[src/rtl/mcfi_pkg.sv]
// constants and types for the motion command frame interpreter
// Notes on behaviour
// [RULE1] never transmit unprompted; every reply answers a received command frame
// [RULE2] keep the transceiver receiving except while a reply is being sent
// [RULE3] after executing a host command send exactly one reply frame
// [RULE4] host waits for the full reply before sending its next command
// [RULE5] command core is command, type, selector and four value bytes
// [RULE6] serial links wrap the core with an address byte and a checksum byte
// [RULE7] frame order: address, command, type, selector, value MSB first, checksum
// [RULE8] command checksum is the 8-bit sum of all earlier frame bytes
// [RULE9] on CAN there is no address or checksum byte in commands
// [RULE10] reply order: reply address, module address, status, command, value, checksum
// [RULE11] reply checksum is the 8-bit sum of all other reply bytes
// [RULE12] on CAN the reply drops its address and checksum bytes
// [RULE13] status 100 for executed, 101 for stored into program memory
// [RULE14] error statuses 1 to 6 for checksum, command, type, value, lock, unavailable
// [RULE15] stored command sequences also run from local memory without a host
// [RULE16] serial frames for another module address are dropped without reply
package mcfi_pkg;
  localparam int unsigned FIFO_W     = 8;
  localparam int unsigned FIFO_DEPTH = 8;
  // command frame byte positions
  localparam logic [3:0] IDX_ADDR = 4'h0;
  localparam logic [3:0] IDX_CMD  = 4'h1;
  localparam logic [3:0] IDX_TYPE = 4'h2;
  localparam logic [3:0] IDX_BANK = 4'h3;
  localparam logic [3:0] IDX_V3   = 4'h4;
  localparam logic [3:0] IDX_V0   = 4'h7;
  localparam logic [3:0] IDX_SUM  = 4'h8;
  // reply frame byte positions
  localparam logic [3:0] R_RADDR  = 4'h0;
  localparam logic [3:0] R_MADDR  = 4'h1;
  localparam logic [3:0] R_STAT   = 4'h2;
  localparam logic [3:0] R_CMD    = 4'h3;
  localparam logic [3:0] R_V3     = 4'h4;
  localparam logic [3:0] R_V2     = 4'h5;
  localparam logic [3:0] R_V1     = 4'h6;
  localparam logic [3:0] R_V0     = 4'h7;
  localparam logic [3:0] R_SUM    = 4'h8;
  // reply lengths in bytes
  localparam logic [3:0] SER_LEN  = 4'h9;
  localparam logic [3:0] CAN_LEN  = 4'h6;
  // status codes
  localparam logic [7:0] ST_OK      = 8'h64;
  localparam logic [7:0] ST_STORED  = 8'h65;
  localparam logic [7:0] ST_BADSUM  = 8'h01;
  localparam logic [7:0] ST_BADCMD  = 8'h02;
  localparam logic [7:0] ST_BADTYPE = 8'h03;
  localparam logic [7:0] ST_BADVAL  = 8'h04;
  localparam logic [7:0] ST_LOCKED  = 8'h05;
  localparam logic [7:0] ST_NOCMD   = 8'h06;

  typedef struct packed {
    logic [7:0]  cmd;
    logic [7:0]  typ;
    logic [7:0]  bank;
    logic [31:0] value;
  } cmd_core_t;

  typedef struct packed {
    logic [7:0]  status;
    logic [31:0] value;
  } exec_res_t;

  typedef enum logic [2:0] {
    S_IDLE  = 3'b001,
    S_EXEC  = 3'b010,
    S_REPLY = 3'b100
  } state_t;
endpackage : mcfi_pkg

[src/rtl/motion_command_frame_interpreter.sv]
// command frame interpreter with reply fifo
`timescale 1ns/10ps

module reply_fifo
#(
  parameter int unsigned W = 8,
  parameter int unsigned D = 8
)
(
  // clock
  input  wire logic         core_clk,
  input  wire logic         resetn,
  input  wire logic         ce,
  // fill side
  input  wire logic         in_valid,
  output logic              in_ready,
  input  wire logic [W-1:0] in_data,
  // drain side
  output logic              out_valid,
  input  wire logic         out_ready,
  output logic [W-1:0]      out_data
);
  localparam int unsigned AW = $clog2(D);
  logic [W-1:0]  mem [D];
  logic [AW-1:0] wr_ptr;
  logic [AW-1:0] rd_ptr;
  logic [AW:0]   count;
  logic          do_wr;
  logic          do_rd;

  assign in_ready  = (count < (AW+1)'(D));
  assign out_valid = (count != '0);
  assign out_data  = mem[rd_ptr];
  assign do_wr     = ce && in_valid && in_ready;
  assign do_rd     = ce && out_valid && out_ready;

  always_ff @(posedge core_clk)
  begin
    if (do_wr)
    begin
      mem[wr_ptr] <= in_data;
    end
  end

  always_ff @(posedge core_clk)
  begin
    if (!resetn)
    begin
      wr_ptr <= '0;
      rd_ptr <= '0;
      count  <= '0;
    end
    else
    begin
      if (do_wr)
      begin
        wr_ptr <= (wr_ptr == AW'(D - 1)) ? '0 : wr_ptr + 1'b1;
      end
      if (do_rd)
      begin
        rd_ptr <= (rd_ptr == AW'(D - 1)) ? '0 : rd_ptr + 1'b1;
      end
      case ({do_wr, do_rd})
        2'b10:   count <= count + 1'b1;
        2'b01:   count <= count - 1'b1;
        default: count <= count;
      endcase
    end
  end
endmodule : reply_fifo

module motion_command_frame_interpreter
  import mcfi_pkg::*;
(
  // clock and reset
  input  wire logic       core_clk,
  input  wire logic       resetn,
  input  wire logic       ce,
  // configuration
  input  wire logic       link_is_can,
  input  wire logic [7:0] own_addr,
  input  wire logic [7:0] reply_addr,
  // received bytes
  input  wire logic       rx_valid,
  input  wire logic [7:0] rx_data,
  input  wire logic       rx_sof,
  // transmitted bytes
  output logic            tx_valid,
  output logic [7:0]      tx_data,
  input  wire logic       tx_ready,
  output logic            tx_enable,
  // stored program commands
  input  wire logic       prog_valid,
  output logic            prog_ready,
  input  wire cmd_core_t  prog_cmd,
  // command executor
  output logic            exec_valid,
  output cmd_core_t       exec_cmd,
  input  wire logic       exec_done,
  input  wire exec_res_t  exec_res
);
  function automatic logic [7:0] add8(input logic [7:0] a, input logic [7:0] b);
    add8 = 8'(a + b);
  endfunction : add8

  state_t     state;
  logic       lc1;
  logic       lc2;
  logic       lc3;
  logic       can;
  logic [3:0] pos;
  logic [7:0] rx_sum;
  logic [7:0] rx_addr;
  logic       frame_ready;
  logic       frm_bad;
  cmd_core_t  frm;
  logic       src_host;
  logic [7:0] rep_status;
  logic [7:0] rep_cmd;
  logic [31:0] rep_value;
  logic [3:0] tidx;
  logic [7:0] tsum;
  logic [7:0] rep_byte;
  logic       rep_last;
  logic       push;
  logic       take_prog;
  logic       take_host;
  logic       rx_last;
  logic       f_in_ready;
  logic       f_out_valid;
  logic       f_out_ready;
  logic [7:0] f_out_data;
  logic [3:0] rep_cnt;
  logic       mode_chg;

  // link mode pin synchroniser
  always_ff @(posedge core_clk)
  begin
    if (!resetn)
    begin
      lc1 <= 1'b0;
      lc2 <= 1'b0;
      lc3 <= 1'b0;
      can <= 1'b0;
    end
    else if (ce)
    begin
      lc1 <= link_is_can;
      lc2 <= lc1;
      lc3 <= lc2;
      if (lc2 == lc3)
      begin
        can <= lc3;
      end
    end
  end

  // realign the byte counter when the link mode flips
  assign mode_chg  = ce && (lc2 == lc3) && (lc3 != can);

  // [RULE6] serial frames end at checksum
  assign rx_last   = can ? (pos == IDX_V0) : (pos == IDX_SUM);
  assign take_prog = (state == S_IDLE) && prog_valid && prog_ready;
  assign take_host = (state == S_IDLE) && !take_prog && frame_ready;

  // frame receiver
  always_ff @(posedge core_clk)
  begin
    if (!resetn)
    begin
      pos         <= IDX_ADDR;
      rx_sum      <= '0;
      rx_addr     <= '0;
      frame_ready <= 1'b0;
      frm_bad     <= 1'b0;
      frm         <= '0;
    end
    else if (ce)
    begin
      if (take_host)
      begin
        frame_ready <= 1'b0;
      end
      if (rx_sof || mode_chg)
      begin
        pos    <= (mode_chg ? lc3 : can) ? IDX_CMD : IDX_ADDR;
        rx_sum <= '0;
      end
      else if (rx_valid && !frame_ready)
      begin
        // [RULE8] running 8-bit sum
        rx_sum <= add8(rx_sum, rx_data);
        pos    <= pos + 1'b1;
        // [RULE7] byte order, value MSB first
        case (pos)
          IDX_ADDR: rx_addr  <= rx_data;
          IDX_CMD:  frm.cmd  <= rx_data;
          IDX_TYPE: frm.typ  <= rx_data;
          IDX_BANK: frm.bank <= rx_data;
          IDX_SUM:  ;
          default:  frm.value <= {frm.value[23:0], rx_data};
        endcase
        if (rx_last)
        begin
          // [RULE9] CAN frames start at command
          pos    <= can ? IDX_CMD : IDX_ADDR;
          rx_sum <= '0;
          // [RULE16] drop foreign address
          if (can || rx_addr == own_addr)
          begin
            frame_ready <= 1'b1;
            frm_bad     <= !can && (rx_data != rx_sum);
          end
        end
      end
    end
  end

  // command sequencing
  always_ff @(posedge core_clk)
  begin
    if (!resetn)
    begin
      state      <= S_IDLE;
      exec_valid <= 1'b0;
      exec_cmd   <= '0;
      src_host   <= 1'b0;
      prog_ready <= 1'b0;
      rep_status <= '0;
      rep_cmd    <= '0;
      rep_value  <= '0;
    end
    else if (ce)
    begin
      exec_valid <= 1'b0;
      case (state)
        S_IDLE:
        begin
          prog_ready <= !frame_ready;
          // [RULE15] stored command runs without reply
          if (take_prog)
          begin
            exec_valid <= 1'b1;
            exec_cmd   <= prog_cmd;
            src_host   <= 1'b0;
            prog_ready <= 1'b0;
            state      <= S_EXEC;
          end
          else if (take_host)
          begin
            src_host   <= 1'b1;
            rep_cmd    <= frm.cmd;
            prog_ready <= 1'b0;
            // [RULE14] bad checksum answered directly
            if (frm_bad)
            begin
              rep_status <= ST_BADSUM;
              rep_value  <= '0;
              state      <= S_REPLY;
            end
            else
            begin
              // [RULE5] seven byte core to executor
              exec_valid <= 1'b1;
              exec_cmd   <= frm;
              state      <= S_EXEC;
            end
          end
        end
        S_EXEC:
        begin
          if (exec_done)
          begin
            // [RULE1] reply only for host frames
            if (src_host)
            begin
              // [RULE13] executor status passed back
              rep_status <= exec_res.status;
              rep_value  <= exec_res.value;
              state      <= S_REPLY;
            end
            else
            begin
              state <= S_IDLE;
            end
          end
        end
        S_REPLY:
        begin
          // [RULE3] one reply then idle
          if (push && rep_last)
          begin
            state      <= S_IDLE;
            prog_ready <= !frame_ready;
          end
        end
        default: state <= S_IDLE;
      endcase
    end
  end

  // [RULE12] CAN reply is status to value
  assign rep_last = can ? (tidx == R_V0) : (tidx == R_SUM);
  assign push     = (state == S_REPLY) && f_in_ready;

  // [RULE10] reply byte order
  always_comb
  begin
    case (tidx)
      R_RADDR: rep_byte = reply_addr;
      R_MADDR: rep_byte = own_addr;
      R_STAT:  rep_byte = rep_status;
      R_CMD:   rep_byte = rep_cmd;
      R_V3:    rep_byte = rep_value[31:24];
      R_V2:    rep_byte = rep_value[23:16];
      R_V1:    rep_byte = rep_value[15:8];
      R_V0:    rep_byte = rep_value[7:0];
      R_SUM:   rep_byte = tsum;
      default: rep_byte = '0;
    endcase
  end

  // reply builder
  always_ff @(posedge core_clk)
  begin
    if (!resetn)
    begin
      tidx    <= R_RADDR;
      tsum    <= '0;
      rep_cnt <= '0;
    end
    else if (ce)
    begin
      if (state != S_REPLY)
      begin
        tidx    <= can ? R_STAT : R_RADDR;
        tsum    <= '0;
        rep_cnt <= '0;
      end
      else if (push)
      begin
        tidx    <= tidx + 1'b1;
        rep_cnt <= rep_cnt + 1'b1;
        // [RULE11] reply sum
        tsum    <= add8(tsum, rep_byte);
      end
    end
  end

  reply_fifo #(.W(FIFO_W), .D(FIFO_DEPTH)) u_fifo
  (
    .core_clk  (core_clk),
    .resetn    (resetn),
    .ce        (ce),
    .in_valid  (state == S_REPLY),
    .in_ready  (f_in_ready),
    .in_data   (rep_byte),
    .out_valid (f_out_valid),
    .out_ready (f_out_ready),
    .out_data  (f_out_data)
  );

  assign f_out_ready = !tx_valid || tx_ready;

  // output byte stage
  always_ff @(posedge core_clk)
  begin
    if (!resetn)
    begin
      tx_valid <= 1'b0;
      tx_data  <= '0;
    end
    else if (ce && f_out_ready)
    begin
      tx_valid <= f_out_valid;
      tx_data  <= f_out_data;
    end
  end

  // [RULE2] driver on only around a reply
  always_ff @(posedge core_clk)
  begin
    if (!resetn)
    begin
      tx_enable <= 1'b0;
    end
    else if (ce)
    begin
      if (state == S_REPLY)
      begin
        tx_enable <= 1'b1;
      end
      else if (!f_out_valid && !tx_valid)
      begin
        tx_enable <= 1'b0;
      end
    end
  end

  a_tx_needs_enable: assert property ( // [RULE2]
    @(posedge core_clk) disable iff (!resetn) tx_valid |-> tx_enable)
    else $error("byte offered with driver off");

  a_reply_host_only: assert property ( // [RULE1]
    @(posedge core_clk) disable iff (!resetn) (state == S_REPLY) |-> src_host)
    else $error("reply without host command");

  a_reply_length: assert property ( // [RULE3]
    @(posedge core_clk) disable iff (!resetn)
    (ce && push && rep_last) |-> (rep_cnt == (can ? CAN_LEN : SER_LEN) - 4'h1))
    else $error("reply length wrong");

  a_reply_sum_last: assert property ( // [RULE11]
    @(posedge core_clk) disable iff (!resetn)
    (push && !can && tidx == R_SUM) |->
    (rep_byte == 8'(reply_addr + own_addr + rep_status + rep_cmd + rep_value[31:24]
                    + rep_value[23:16] + rep_value[15:8] + rep_value[7:0])))
    else $error("reply checksum byte wrong");

  a_badsum_status: assert property ( // [RULE14]
    @(posedge core_clk) disable iff (!resetn)
    (ce && take_host && frm_bad) |=> (state == S_REPLY && rep_status == ST_BADSUM))
    else $error("bad checksum not reported");

  a_foreign_dropped: assert property ( // [RULE16]
    @(posedge core_clk) disable iff (!resetn)
    (ce && rx_valid && !rx_sof && !frame_ready && rx_last && !can && rx_addr != own_addr)
    |=> !frame_ready)
    else $error("foreign frame accepted");

  a_can_reply_start: assert property ( // [RULE12]
    @(posedge core_clk) disable iff (!resetn)
    (state == S_REPLY && can && rep_cnt == 4'h0) |-> (tidx == R_STAT))
    else $error("CAN reply carries address");

  a_exec_core_copy: assert property ( // [RULE5]
    @(posedge core_clk) disable iff (!resetn)
    (ce && take_host && !frm_bad) |=> (exec_valid && exec_cmd == $past(frm)))
    else $error("core not forwarded");

  a_stored_silent: assert property ( // [RULE15]
    @(posedge core_clk) disable iff (!resetn)
    (ce && take_prog) |=> (state == S_EXEC && !src_host))
    else $error("stored command marked for reply");
endmodule : motion_command_frame_interpreter

[config.mk]
export PLATFORM = sky130hd
export DESIGN_NAME = motion_command_frame_interpreter
export DESIGN_NICKNAME = d
export VERILOG_FILES = /design/src/rtl/mcfi_pkg.sv /design/src/rtl/motion_command_frame_interpreter.sv
export SDC_FILE = /design/constraint.sdc
export NUM_CORES = 1
export LEC_CHECK = 0
export BUFFER_PORTS_ARGS = -buffer_cell sky130_fd_sc_hd__buf_4
export CAP_MARGIN = 20
export CORE_UTILIZATION = 45
export CTS_BUF_LIST = sky130_fd_sc_hd__clkbuf_8
export DETAILED_ROUTE_END_ITERATION = 16
export PLACE_DENSITY_LB_ADDON = 0.3
export SLEW_MARGIN = 20
export SYNTH_ARGS = -nofsm -noshare
export SYNTH_HDL_FRONTEND = slang
export SYNTH_HIERARCHICAL = 1
export SYNTH_SLANG_ARGS = --single-unit
[constraint.sdc]
create_clock -name core_clk -period 4.6 [get_ports core_clk]
set_input_delay 0.46 -clock core_clk [delete_from_list [all_inputs] [get_ports core_clk]]
set_output_delay 0.46 -clock core_clk [all_outputs]
set_load 0.01 [all_outputs]
# After elaboration in Yosys (flattened, before gate mapping)

Memory sizes are Yosys's and may differ from the RTL's. A register that Yosys moved wholly into a read port is not among the register bits.
Index checks and enable logic that the tools add are counted.

Output and inout port bits: 68
Register bits after elaboration: 216
Bits of input ports: 129
Bits in writable memories: 64
Memories kept: 1

Bitwise gates (word level): 3
Reduce and logical (&&, ||, !) cells: 52
Order comparisons: 1
Equal/unequal tests: 33
Multiplexer cells: 61
$add $sub $neg: 8

Memory list:

| name       | depth | bits a word | read ports | clocked after memory_dff | write ports | line                                   | RTL |
|---|---|---|---|---|---|---|---|
| u_fifo.mem | 8     | 8           | 1          | 1                        | 1           | motion_command_frame_interpreter.sv:24 | `logic [W-1:0] mem [D];` |

Operators with widths:

| operator                                             | number |
|---|---|
| 2-to-1 mux 56 bit                                    | 3 |
| 2-to-1 mux 32 bit                                    | 5 |
| 2-to-1 mux 8 bit                                     | 10 |
| case mux 8 bit (9 select lines)                      | 1 |
| case mux 32 bit (2 select lines)                     | 1 |
| AND reduction 4 bit                                  | 8 |
| 2-to-1 mux 3 bit                                     | 8 |
| 2-to-1 mux 1 bit                                     | 23 |
| equality test 4 x 3 -> 1 bit (second input constant) | 5 |
| 2-to-1 mux 4 bit                                     | 5 |
| adder 8 bit                                          | 2 |
| equality test 4 x 2 -> 1 bit (second input constant) | 4 |
| logical AND 1 bit                                    | 16 |
| case mux 8 bit (2 select lines)                      | 1 |
| nonzero test 2 bit                                   | 7 |
| adder 4 x 1 -> 4 bit (second input constant)         | 3 |
| inequality test 2 bit (second input constant)        | 6 |
| equality test 3 bit (second input constant)          | 3 |
| case mux 3 bit (3 select lines)                      | 1 |
| equality test 4 x 1 -> 1 bit (second input constant) | 2 |
| equality test 4 bit (second input constant)          | 2 |
| equality test 8 bit                                  | 1 |
| zero test 4 bit                                      | 2 |
| inequality test 8 bit                                | 1 |
| 23 further kinds                                     | 38 |

# Longest topological paths before layout

Gate-level depths: netlist (run 1).

Depth after elaboration: 11
Gate-level depth with buffers: 16
Gate-level depth less buffers: 14

# Hierarchy

Netlist (run 1), hierarchy kept.

Modules (own cells, without submodules):

| module                           | area each (µm²) | instances | sequential area each (µm²) | cells each |
|---|---|---|---|---|
| motion_command_frame_interpreter | 10181.0         | 1         | 4284.1                     | 1083 |
| reply_fifo                       | 3104.2          | 1         | 2182.1                     | 166 |

# Worst setup path after synthesis (run 1)

OpenSTA, ideal clock, no wires.

Kind: reg2reg
From: register tidx[0]
To: register tsum[7]
Path slack: 1.312 ns
Buffers on the path: 2
Arrival: 3.160 ns
Cell stages (with the launch flop): 16
Required time: 4.472 ns
Clock period less this slack: 3.288 ns
Path through: dfxtp_1 > inv_1 > ha_1 > clkbuf_1 > buf_1 > a22oi_1 > a21oi_1 > a21oi_1 > o21ai_0 > ha_1 > a21o_1 > a41oi_1 > a21oi_1 > xor2_1 > nand4b_1 > o211ai_1

Cells in the longest elaborated chain, start to end: 5
Elaborated cells between the ends (all ways): 13
Those cells by class: 1 x add/sub; 8 x eq/ne; 3 x mux; 1 x reduce/logical

RTL lines:

| what                                        | line                                    | RTL |
|---|---|---|
| start, declared                             | motion_command_frame_interpreter.sv:121 | `logic [3:0] tidx;` |
| start signal, assigned                      | motion_command_frame_interpreter.sv:336 | `tidx <= can ? R_STAT : R_RADDR;` |
| start signal, assigned                      | motion_command_frame_interpreter.sv:342 | `tidx <= tidx + 1'b1;` |
| equality test 4 bit (tied with other cells) | motion_command_frame_interpreter.sv:309 | `case (tidx)` |
| case mux 8 bit (9 select lines) (*)         | motion_command_frame_interpreter.sv:309 |  |
| net rep_byte[1]                             | motion_command_frame_interpreter.sv:123 | `logic [7:0] rep_byte;` |
| adder 8 bit (*)                             | motion_command_frame_interpreter.sv:103 | `add8 = 8'(a + b);` |
| 2-to-1 mux 8 bit (*)                        | motion_command_frame_interpreter.sv:340 | `else if (push)` |
| 2-to-1 mux 8 bit (*)                        | motion_command_frame_interpreter.sv:334 | `if (state != S_REPLY)` |
| end signal, assigned                        | motion_command_frame_interpreter.sv:345 | `tsum <= add8(tsum, rep_byte);` |
| end, declared                               | motion_command_frame_interpreter.sv:122 | `logic [7:0] tsum;` |

The timed path passes the listed nets; every way through them passes the cells marked *. The select of a mux whose other input is x is not followed.
A chain may end at the register's enable or synchronous reset.

# Worst setup path in the final report (run 1)

From: register tidx[1]
To: register tsum[6]

The elaborated chain is that of the path after synthesis.

==> results of run 1 <==
area by class of cell:
class | count | area (µm²)
inverter | 17 | 63.8
multi-input combinational | 846 | 6340
timing repair buffer | 215 | 1630
tap | 384 | 480
antenna | 1 | 2.50
fill | 2502 | 12800
sequential | 291 | 6470
clock inverter | 18 | 104
clock buffer | 69 | 950
cell families after synthesis:
logic type                 after synthesis  synth area share (%)
DFF                                    291                  48.7
xor gates and xnor gates                22                  1.45
and+or+nand+nor                        380                  15.1
buffers and inverters                  112                  3.87
muxes                                  131                  11.5
adders and majority gates               31                  3.03
AOI/OAI and AO/OA                      282                  16.4
metrics by stage:
step / std cells / total power [mW] / instance area, µm² / worst slack [ns] / utilization (%)
after floorplan: 1249 / 2.98 / 13300 / 1.31 / -
after global placement: 1753 / 3.18 / 15000 / 1.25 / 51.9
after detailed placement: 1753 / 3.19 / 15000 / 1.16 / 51.9
after CTS: 1840 / 5.58 / 16000 / 1.11 / 55.6
after global routing: 1841 / 5.74 / 16000 / 0.758 / 55.6
final: 1841 / 5.52 / 16000 / 1.10 / 55.6
cells in the mapped netlist, types with 20 or more instances:
master	instances	area, µm²
dfxtp_1	227	4540
nand2_1	137	514
nor2b_1	107	669
mux2i_1	105	1050
a22oi_1	70	526
edfxtp_1	64	1920
o211a_1	58	581
clkbuf_1	56	210
nand3_1	55	275
a21oi_1	33	165
a21boi_0	32	240
ha_1	29	363
a21boi_1	21	158
buf_2	20	100
final timing paths:
| path | depth (start not counted) | end | startpoint | slack, ns |
|---|---|---|---|---|
| setup reg to reg | 14 | tsum[6] | tidx[1] | 1.10 |
| hold / removal | 3 | rep_value[25] | exec_res[25] | 0.17 |
| setup / recovery | 14 | tsum[6] | tidx[1] | 1.10 |
| hold reg to reg | 2 | frm[34] | frm[34] | 0.45 |
worst min-delay path, cell delays in order:
cell,delay (ns)
buf_4,0.08
a22oi_1,0.07
nor2b_1,0.10
power breakdown:
group / internal (mW) / switching [mW]
logic: 0.229 / 0.224
clock network: 1.38 / 1.01
registers: 2.65 / 0.0280
total: 4.26 / 1.26
metal layers:
layer	global-route usage, %	routed length, µm	vias to the layer above
met1	27.7	14300	4761
met2	34.1	15200	283
met3	4.36	1800	73
li1	-	-	4890
met4	7.09	849	0
met5	0	0	-
registers in the layout, summed over array words and instances, names as in the netlist, 8 cells and up, named ones only:
name / cells
exec_cmd: 56
frm: 56
rep_cmd: 8
rep_status: 8
rep_value: 32
rx_addr: 8
rx_sum: 8
tsum: 8
tx_data: 8
u_fifo/mem: 64
cells in the final DEF, fill, tap and decap left out, drive strengths merged, types with 6 or more instances in the layout:
| master | count |
|---|---|
| a21oi | 33 |
| buf | 215 |
| nand2 | 137 |
| nor2b | 107 |
| inv | 30 |
| xor2 | 15 |
| nor4 | 8 |
| nand3b | 7 |
| clkbuf | 69 |
| a21boi | 54 |
| nand2b | 7 |
| mux2 | 10 |
| mux4 | 16 |
| a21o | 6 |
| ha | 29 |
| dfxtp | 227 |
| nand3 | 55 |
| o211ai | 6 |
| o211a | 58 |
| o21ai | 18 |
| xnor2 | 7 |
| mux2i | 105 |
| edfxtp | 64 |
| a22oi | 70 |
| nor2 | 15 |
| nor3 | 14 |
==> results.cfg, run 1 <==
[critical_path]
crit_type = reg -> reg
worstPathRequired_ns = 5.04
crit_path_frequent_cell = a21oi_1
critical-path-max-stage-delay_ns = 0.42
crit_arrival_ns = 3.94
worstPathCellList = inv_1 -> ha_1 -> a222oi_1 -> nand3_1 -> o21ai_0 -> a21oi_1 -> ha_1 -> fa_1 -> a21o_1 -> a21oi_1 -> o21bai_1 -> a21oi_1 -> mux2i_1 -> a31o_2
cp_num_buf_inv = 1
setup.worst_path.end_class = flop
startpoint_type = flop
path_max_fanout = 19
slowest_stage = ha_1
cp_top_family = compound AO/OA/AOI/OAI gates

[logic_synthesis]
netlist_instances = 1249
synth_nets = 1409
synth.distinct_cells = 72
synth-async-reset-ratio_pct = 0
ys_seq_elements = 291
syn_area_um2 = 13300
synth-edff-count = 64
seq_area_frac_synth_pct = 48.7
avgSynthCellArea_um2 = 10.6
ys.flop_type = dfxtp_1
yosys_warnings = 6

[sta]
setup-violations-final = 0
worst_pin_slew_ns = 1.06
fin_hold_ws_ns = 0.168
slew_headroom_pct = 29.3
rsz0062_at_grt = no
finalHoldViolCount = 0
max_freq_mhz = 286
period_share_pct = 76.1
tns_ns = 0
fin_crit_ns = 3.50
clock_skew_ns = 0.0261
maxSlewViolCount = 0

[route]
first_pass_iters = 5
wl_per_cell_um = 17.5
detail-route-antenna-nets = 0
wl_um = 32100
detailroute.via_count = 10007
drc = 0
drt_iter0_drc = 686
viasPerCell = 5.44

[global_route]
grt_pass1_vias = 9434
grtUsageTotal_pct = 20.9
grt_pass1_wl_um = 51000
grt_max_degree = 149
antenna_found_initial = 1
grt_overflow = 0

[die]
core-area_um2 = 28900
ios = 197
start_util_pct = 46.0
dieArea_um2 = 30200
fp.dieW_um = 174
std_cell_rows = 62
die_y_um = 174

[cts]
cts_htree_levels = 2
cts-resized-gates = 0
cts_setup_buffers = 0
path_clk_slew_ns = 0.06
cts_tree = built
cts.hold.buffers_added = 0
clk_latency_ns = 0.56
cts_made_buffers = 48
clockRootBuffer = clkbuf_8
clk_path_buf_depth = 3
cts_sinks = 291

[flow_run]
cap_violations = 0

[worst_hold_path]
min_path_type = in -> reg

[power_and_ir_drop]
power.density_nw_per_um2 = 344
vdd_drop_max_mv = 0.218
power.leakage_nw = 7.25

[final_layout]
drive_gt1_share_pct = 23.2
nets = 1579
syn_to_final_growth_pct = 20.7

[placement]
dp_hpwl_um = 21800
gp_congestion = 0.894
portBuffers = 196

[status]
status = finished, final reports clean
(Power assumes the default switching activity.)
==> run 2: changes to the inputs <==
==> constraint.sdc (replaced) <==
create_clock -name core_clk -period 3.1 [get_ports core_clk]
set_input_delay 0.31 -clock core_clk [delete_from_list [all_inputs] [get_ports core_clk]]
set_output_delay 0.31 -clock core_clk [all_outputs]
set_load 0.01 [all_outputs]
==> results.cfg, run 2 (synthesis gave the netlist of run 1 again) <==
[route]
wl_met1_um = 15100
detail-route-antenna-nets = 0
route.met3.wl_um = 1860
drt_iter0_drc = 628
detailroute.via_count = 10379
wl_met2_um = 16600
topRoutingLayerUsed = met4
first_pass_iters = 5
drc = 0
viasPerCell = 5.43
wl_um = 34300
wl_per_cell_um = 18.0

[cts]
cts_htree_levels = 2
path_clk_slew_ns = 0.06
clockRootBuffer = clkbuf_8
cts_sinks = 291
clk_latency_ns = 0.59
cts_tree = built
cts_made_buffers = 50
clk_path_buf_depth = 3

[global_route]
grtUsageTotal_pct = 22.2
grt_pass1_wl_um = 53600
grt_max_degree = 116
grt_overflow = 0
grt_pass1_vias = 10105
antenna_found_initial = 2

[power_and_ir_drop]
vdd_drop_max_mv = 0.349
combinationalPowerShare_pct = 8.8
power.density_nw_per_um2 = 494
p_sw_mw = 1.97
swShare_pct = 23.9
clkPwrFrac_pct = 43.0
p_total_mw = 8.23
power_frac_seq_pct = 48.3
power.internal_mw = 6.26
power.leakage_nw = 7.53

[sta]
setup-violations-final = 0
clock_skew_ns = 0.0331
worst_pin_slew_ns = 1.07
period_share_pct = 93.5
fin_crit_ns = 2.90
maxSlewViolCount = 0
finalHoldViolCount = 0
slew_headroom_pct = 28.5
max_freq_mhz = 345
fin_hold_ws_ns = 0.0238

[critical_path]
crit_arrival_ns = 3.41
setup.worst_path.end_class = flop
worstPathRequired_ns = 3.61
startpoint_type = flop
path_max_fanout = 9
reg2reg_from = tidx[0]
reg2reg_slack_ns = 0.20
crit_type = reg -> reg
cp-startpoint = tidx[0]

[final_layout]
regMostFlops = u_fifo/mem
final_common_cell = buf_4
seq_area_um2 = 6470
largest_reg_flops = 64
design_area_um2 = 16700
drive_gt1_share_pct = 24.7
fill_cells = 2531
final_cell_mix = buf_4 (242), dfxtp_1 (225), nand2_1 (137)
multi_input_area_um2 = 6370
nets = 1648
syn_to_final_growth_pct = 25.4
largestRegisters = u_fifo/mem x64, exec_cmd x56, frm x56

[die]
start_util_pct = 46.0
dieArea_um2 = 30200
ios = 197
fp.dieW_um = 174
core-area_um2 = 28900
std_cell_rows = 62
die_y_um = 174

[placement]
gp_congestion = 0.848
portBuffers = 196
dp_hpwl_um = 23500
placed_area_um2 = 15200

[worst_hold_path]
holdCritStartpoint = exec_res[31]
min_path_type = in -> reg

[flow_run]
cap_violations = 0

[status]
status = finished, final reports clean
[run 2: repair_timing]
action / 4_1_cts / 5_1_grt
endpoints found under the hold margin: 37 / 0
resized for setup: 0 / 13
setup endpoints to repair: 0 / 3
setup buffers: 0 / 2
hold buffers: 37 / 0
[run 2: through the flow]
| stage | setup TNS (ns) | setup slack (ns) | std cells | utilization [%] |
|---|---|---|---|---|
| floorplan | 0 | 0.00168 | 1249 | - |
| global placement | 0 | 0.155 | 1781 | 52.7 |
| detailed placement | 0 | 0.0473 | 1781 | 52.7 |
| CTS | 0 | 0.0299 | 1907 | 57.6 |
| global route | -0.00317 | -0.00317 | 1911 | 57.7 |
| finish | 0 | 0.201 | 1911 | 57.7 |
[run 2: final timing paths]
kind,cells after the start,end
setup / recovery,12,tsum[7]
hold / removal,3,rep_value[31]
setup reg to reg,12,tsum[7]
hold reg to reg,2,frm[32]
[run 2: worst max-delay path, cell delays in order, from the launching register on]
cell,delay (ns)
dfxtp_2,0.35
inv_1,0.08
ha_2,0.23
buf_4,0.17
a22o_1,0.23
a221oi_1,0.31
o21ai_0,0.19
ha_1,0.41
a41oi_1,0.17
a21oi_1,0.23
xor2_1,0.22
nand4b_1,0.12
o211ai_1,0.12
[run 2: per-layer routing]
metal  up-vias  track usage [%]
li1       5036                -
met1      5005             28.2
met2       284             37.2
met3        54             4.67
met4         0             7.64
met5         -                0
[run 2: power by group through the flow]
stage          Sequential (mW)  Combinational [mW]  Clock [mW]
2_1_floorplan             4.06               0.366           0
3_3_place_gp              4.05               0.672           0
3_5_place_dp              4.05               0.682           0
4_1_cts                   3.97               0.724        3.62
5_1_grt                   3.98               0.779        3.81
6_report                  3.97               0.723        3.54
[run 2: area by class of cell]
| type | count | area share (%) |
|---|---|---|
| flip-flops and latches | 291 | 38.8 |
| multi-input cells | 846 | 38.3 |
| repair buffers | 282 | 13.4 |
| clock buffers | 61 | 5.04 |
| well taps | 384 | 2.88 |
| clock inverters | 28 | 1.15 |
| inverters | 17 | 0.383 |
| diodes | 2 | 0.0300 |
==> run 3: changes to the inputs <==
==> constraint.sdc (replaced) <==
create_clock -name core_clk -period 3 [get_ports core_clk]
set_input_delay 0.3 -clock core_clk [delete_from_list [all_inputs] [get_ports core_clk]]
set_output_delay 0.3 -clock core_clk [all_outputs]
set_load 0.01 [all_outputs]
==> results.cfg, run 3 (synthesis gave the netlist of run 1 again) <==
[power_and_ir_drop]
combinationalPowerShare_pct = 8.9
swShare_pct = 23.7
clkPwrFrac_pct = 41.3
power_frac_seq_pct = 49.7
power.leakage_nw = 7.41
power.internal_mw = 6.29
vdd_drop_max_mv = 0.367
p_sw_mw = 1.95
power.density_nw_per_um2 = 503
p_total_mw = 8.25

[sta]
rsz0062_at_grt = yes
finalHoldViolCount = 0
period_share_pct = 95.5
max_freq_mhz = 349
slew_headroom_pct = 29.8
worst_pin_slew_ns = 1.05
fin_crit_ns = 2.87
setup-violations-final = 0
clock_skew_ns = 0.0193
maxSlewViolCount = 0

[critical_path]
reg2reg_slack_ns = 0.13
worstPathCellList = inv_1 -> ha_4 -> buf_4 -> nor2b_2 -> a21oi_1 -> a21oi_2 -> ha_2 -> fa_2 -> a21o_1 -> a21oi_2 -> o21bai_1 -> a21oi_1 -> mux2i_1 -> a31o_2
crit_arrival_ns = 3.32
critical-path-max-stage-delay_ns = 0.38
cp_num_buf_inv = 2
crit_type = reg -> reg
r2r.worst_path.cells = 14
path_max_fanout = 8
reg2reg_from = tidx[1]
rr_endpoint = tsum[6]
cp_top_family = compound AO/OA/AOI/OAI gates
startpoint_type = flop
slowest_stage = dfxtp_4
worstPathRequired_ns = 3.45
setup.worst_path.end_class = flop

[flow_run]
cap_violations = 0

[route]
detailroute.via_count = 10215
wl_um = 34000
viasPerCell = 5.43
drc = 0
drt_iter0_drc = 813
first_pass_iters = 6
wl_per_cell_um = 18.1
detail-route-antenna-nets = 0

[die]
start_util_pct = 46.0
std_cell_rows = 62
ios = 197
dieArea_um2 = 30200
fp.dieW_um = 174
core-area_um2 = 28900
die_y_um = 174

[placement]
gp_congestion = 0.881
place_inst = 1780
dp_hpwl_um = 23200
portBuffers = 196

[final_layout]
syn_to_final_growth_pct = 23.5
nets = 1622
regMostFlops = u_fifo/mem
final_cell_count_no_fill = 1880
final_common_cell = buf_4
fill_cells = 2548
drive_gt1_share_pct = 25.0
final_cell_mix = buf_4 (239), dfxtp_1 (225), nand2_1 (137)
largestRegisters = u_fifo/mem x64, exec_cmd x56, frm x56
largest_reg_flops = 64

[cts]
cts_made_buffers = 47
path_clk_slew_ns = 0.06
cts_tree = built
clk_path_buf_depth = 3
clk_latency_ns = 0.56
clockRootBuffer = clkbuf_8
cts_htree_levels = 2
cts_sinks = 291

[global_route]
grt_pass1_vias = 9904
grt_pass1_wl_um = 53500
grt_max_degree = 121
grtUsageTotal_pct = 22.0
antenna_found_initial = 0
grt_overflow = 0

[status]
status = finished, final reports clean

[worst_hold_path]
holdCritStartpoint = exec_res[34]
min_path_type = in -> reg
hold_depth = 3
hold_path_end = rep_status[2]
-- run 3: changes by cell type in the layout (fill, tap and decap cells not counted), sizes merged --
cell | before | now
buf | 245 | 242
clkbuf | 61 | 56
clkinv | 13 | 6
clkinvlp | 2 | 1
diode | 2 | 1
dlygate4sd3 | 37 | 17
inv | 28 | 34
-- run 3: cell type report --
cell class	instances	area (µm²)	area share, %
sequential	291	6470	39.5
inverter	17	63.8	0.389
clock inverter	26	163	0.991
timing repair buffer	259	2020	12.3
clock buffer	56	771	4.70
multi-input combinational	846	6440	39.2
antenna	1	2.50	0.0153
tap	384	480	2.93
-- run 3: power by group through the flow --
stage	clock, mW	combinational [mW]	sequential, mW
2_1_floorplan	0	0.379	4.20
3_3_place_gp	0	0.706	4.19
3_5_place_dp	0	0.714	4.19
4_1_cts	3.49	0.735	4.10
5_1_grt	3.65	0.792	4.11
6_report	3.41	0.736	4.10
-- run 3: tightest hold or removal path, stage by stage --
cell and delay [ns]:
buf_4 0.08, a22oi_1 0.06, nor2b_1 0.10
-- run 3: how the worst max path moves through the flow --
stage | start | end | depth (start not counted)
after floorplan | tidx[0] | tsum[6] | 16
after global placement | tidx[0] | tsum[7] | 12
after detailed placement | tidx[0] | tsum[7] | 12
after CTS | tidx[0] | tsum[7] | 14
after global routing | tidx[1] | tsum[6] | 14
final | tidx[1] | tsum[6] | 14
-- run 3: metal layers --
layer | share of wire [%] | vias up | global-route usage, %
met2 | 47 | 318 | 36.1
met5 | 0 | - | 0
met1 | 44 | 4857 | 28.9
met3 | 6.3 | 67 | 4.78
li1 | - | 4973 | -
met4 | 2.6 | 0 | 7.31
-- run 3: repair_timing --
| action | 4_1_cts | 5_1_grt |
|---|---|---|
| pin swaps | 0 | 4 |
| endpoints found under the hold margin | 17 | 0 |
| resized for setup | 1 | 25 |
| hold buffers | 17 | 0 |
| setup buffers | 0 | 0 |
| setup endpoints to repair | 1 | 4 |
-- run 3: metrics by stage --
| stage | instance area [µm²] | util, % | hold WS, ns | setup WS [ns] | TNS, ns |
|---|---|---|---|---|---|
| after CTS | 16300 | 56.5 | 0.000843 | 0.0188 | 0 |
| after detailed placement | 15200 | 52.7 | 0.451 | -0.00204 | -0.00204 |
| after global routing | 16400 | 56.8 | 0.00792 | 0.00169 | 0 |
| after floorplan | 13300 | - | 0.423 | 0.00707 | 0 |
| final | 16400 | 56.9 | 0.0251 | 0.134 | 0 |
| after global placement | 15200 | 52.7 | 0.447 | 0.0982 | 0 |
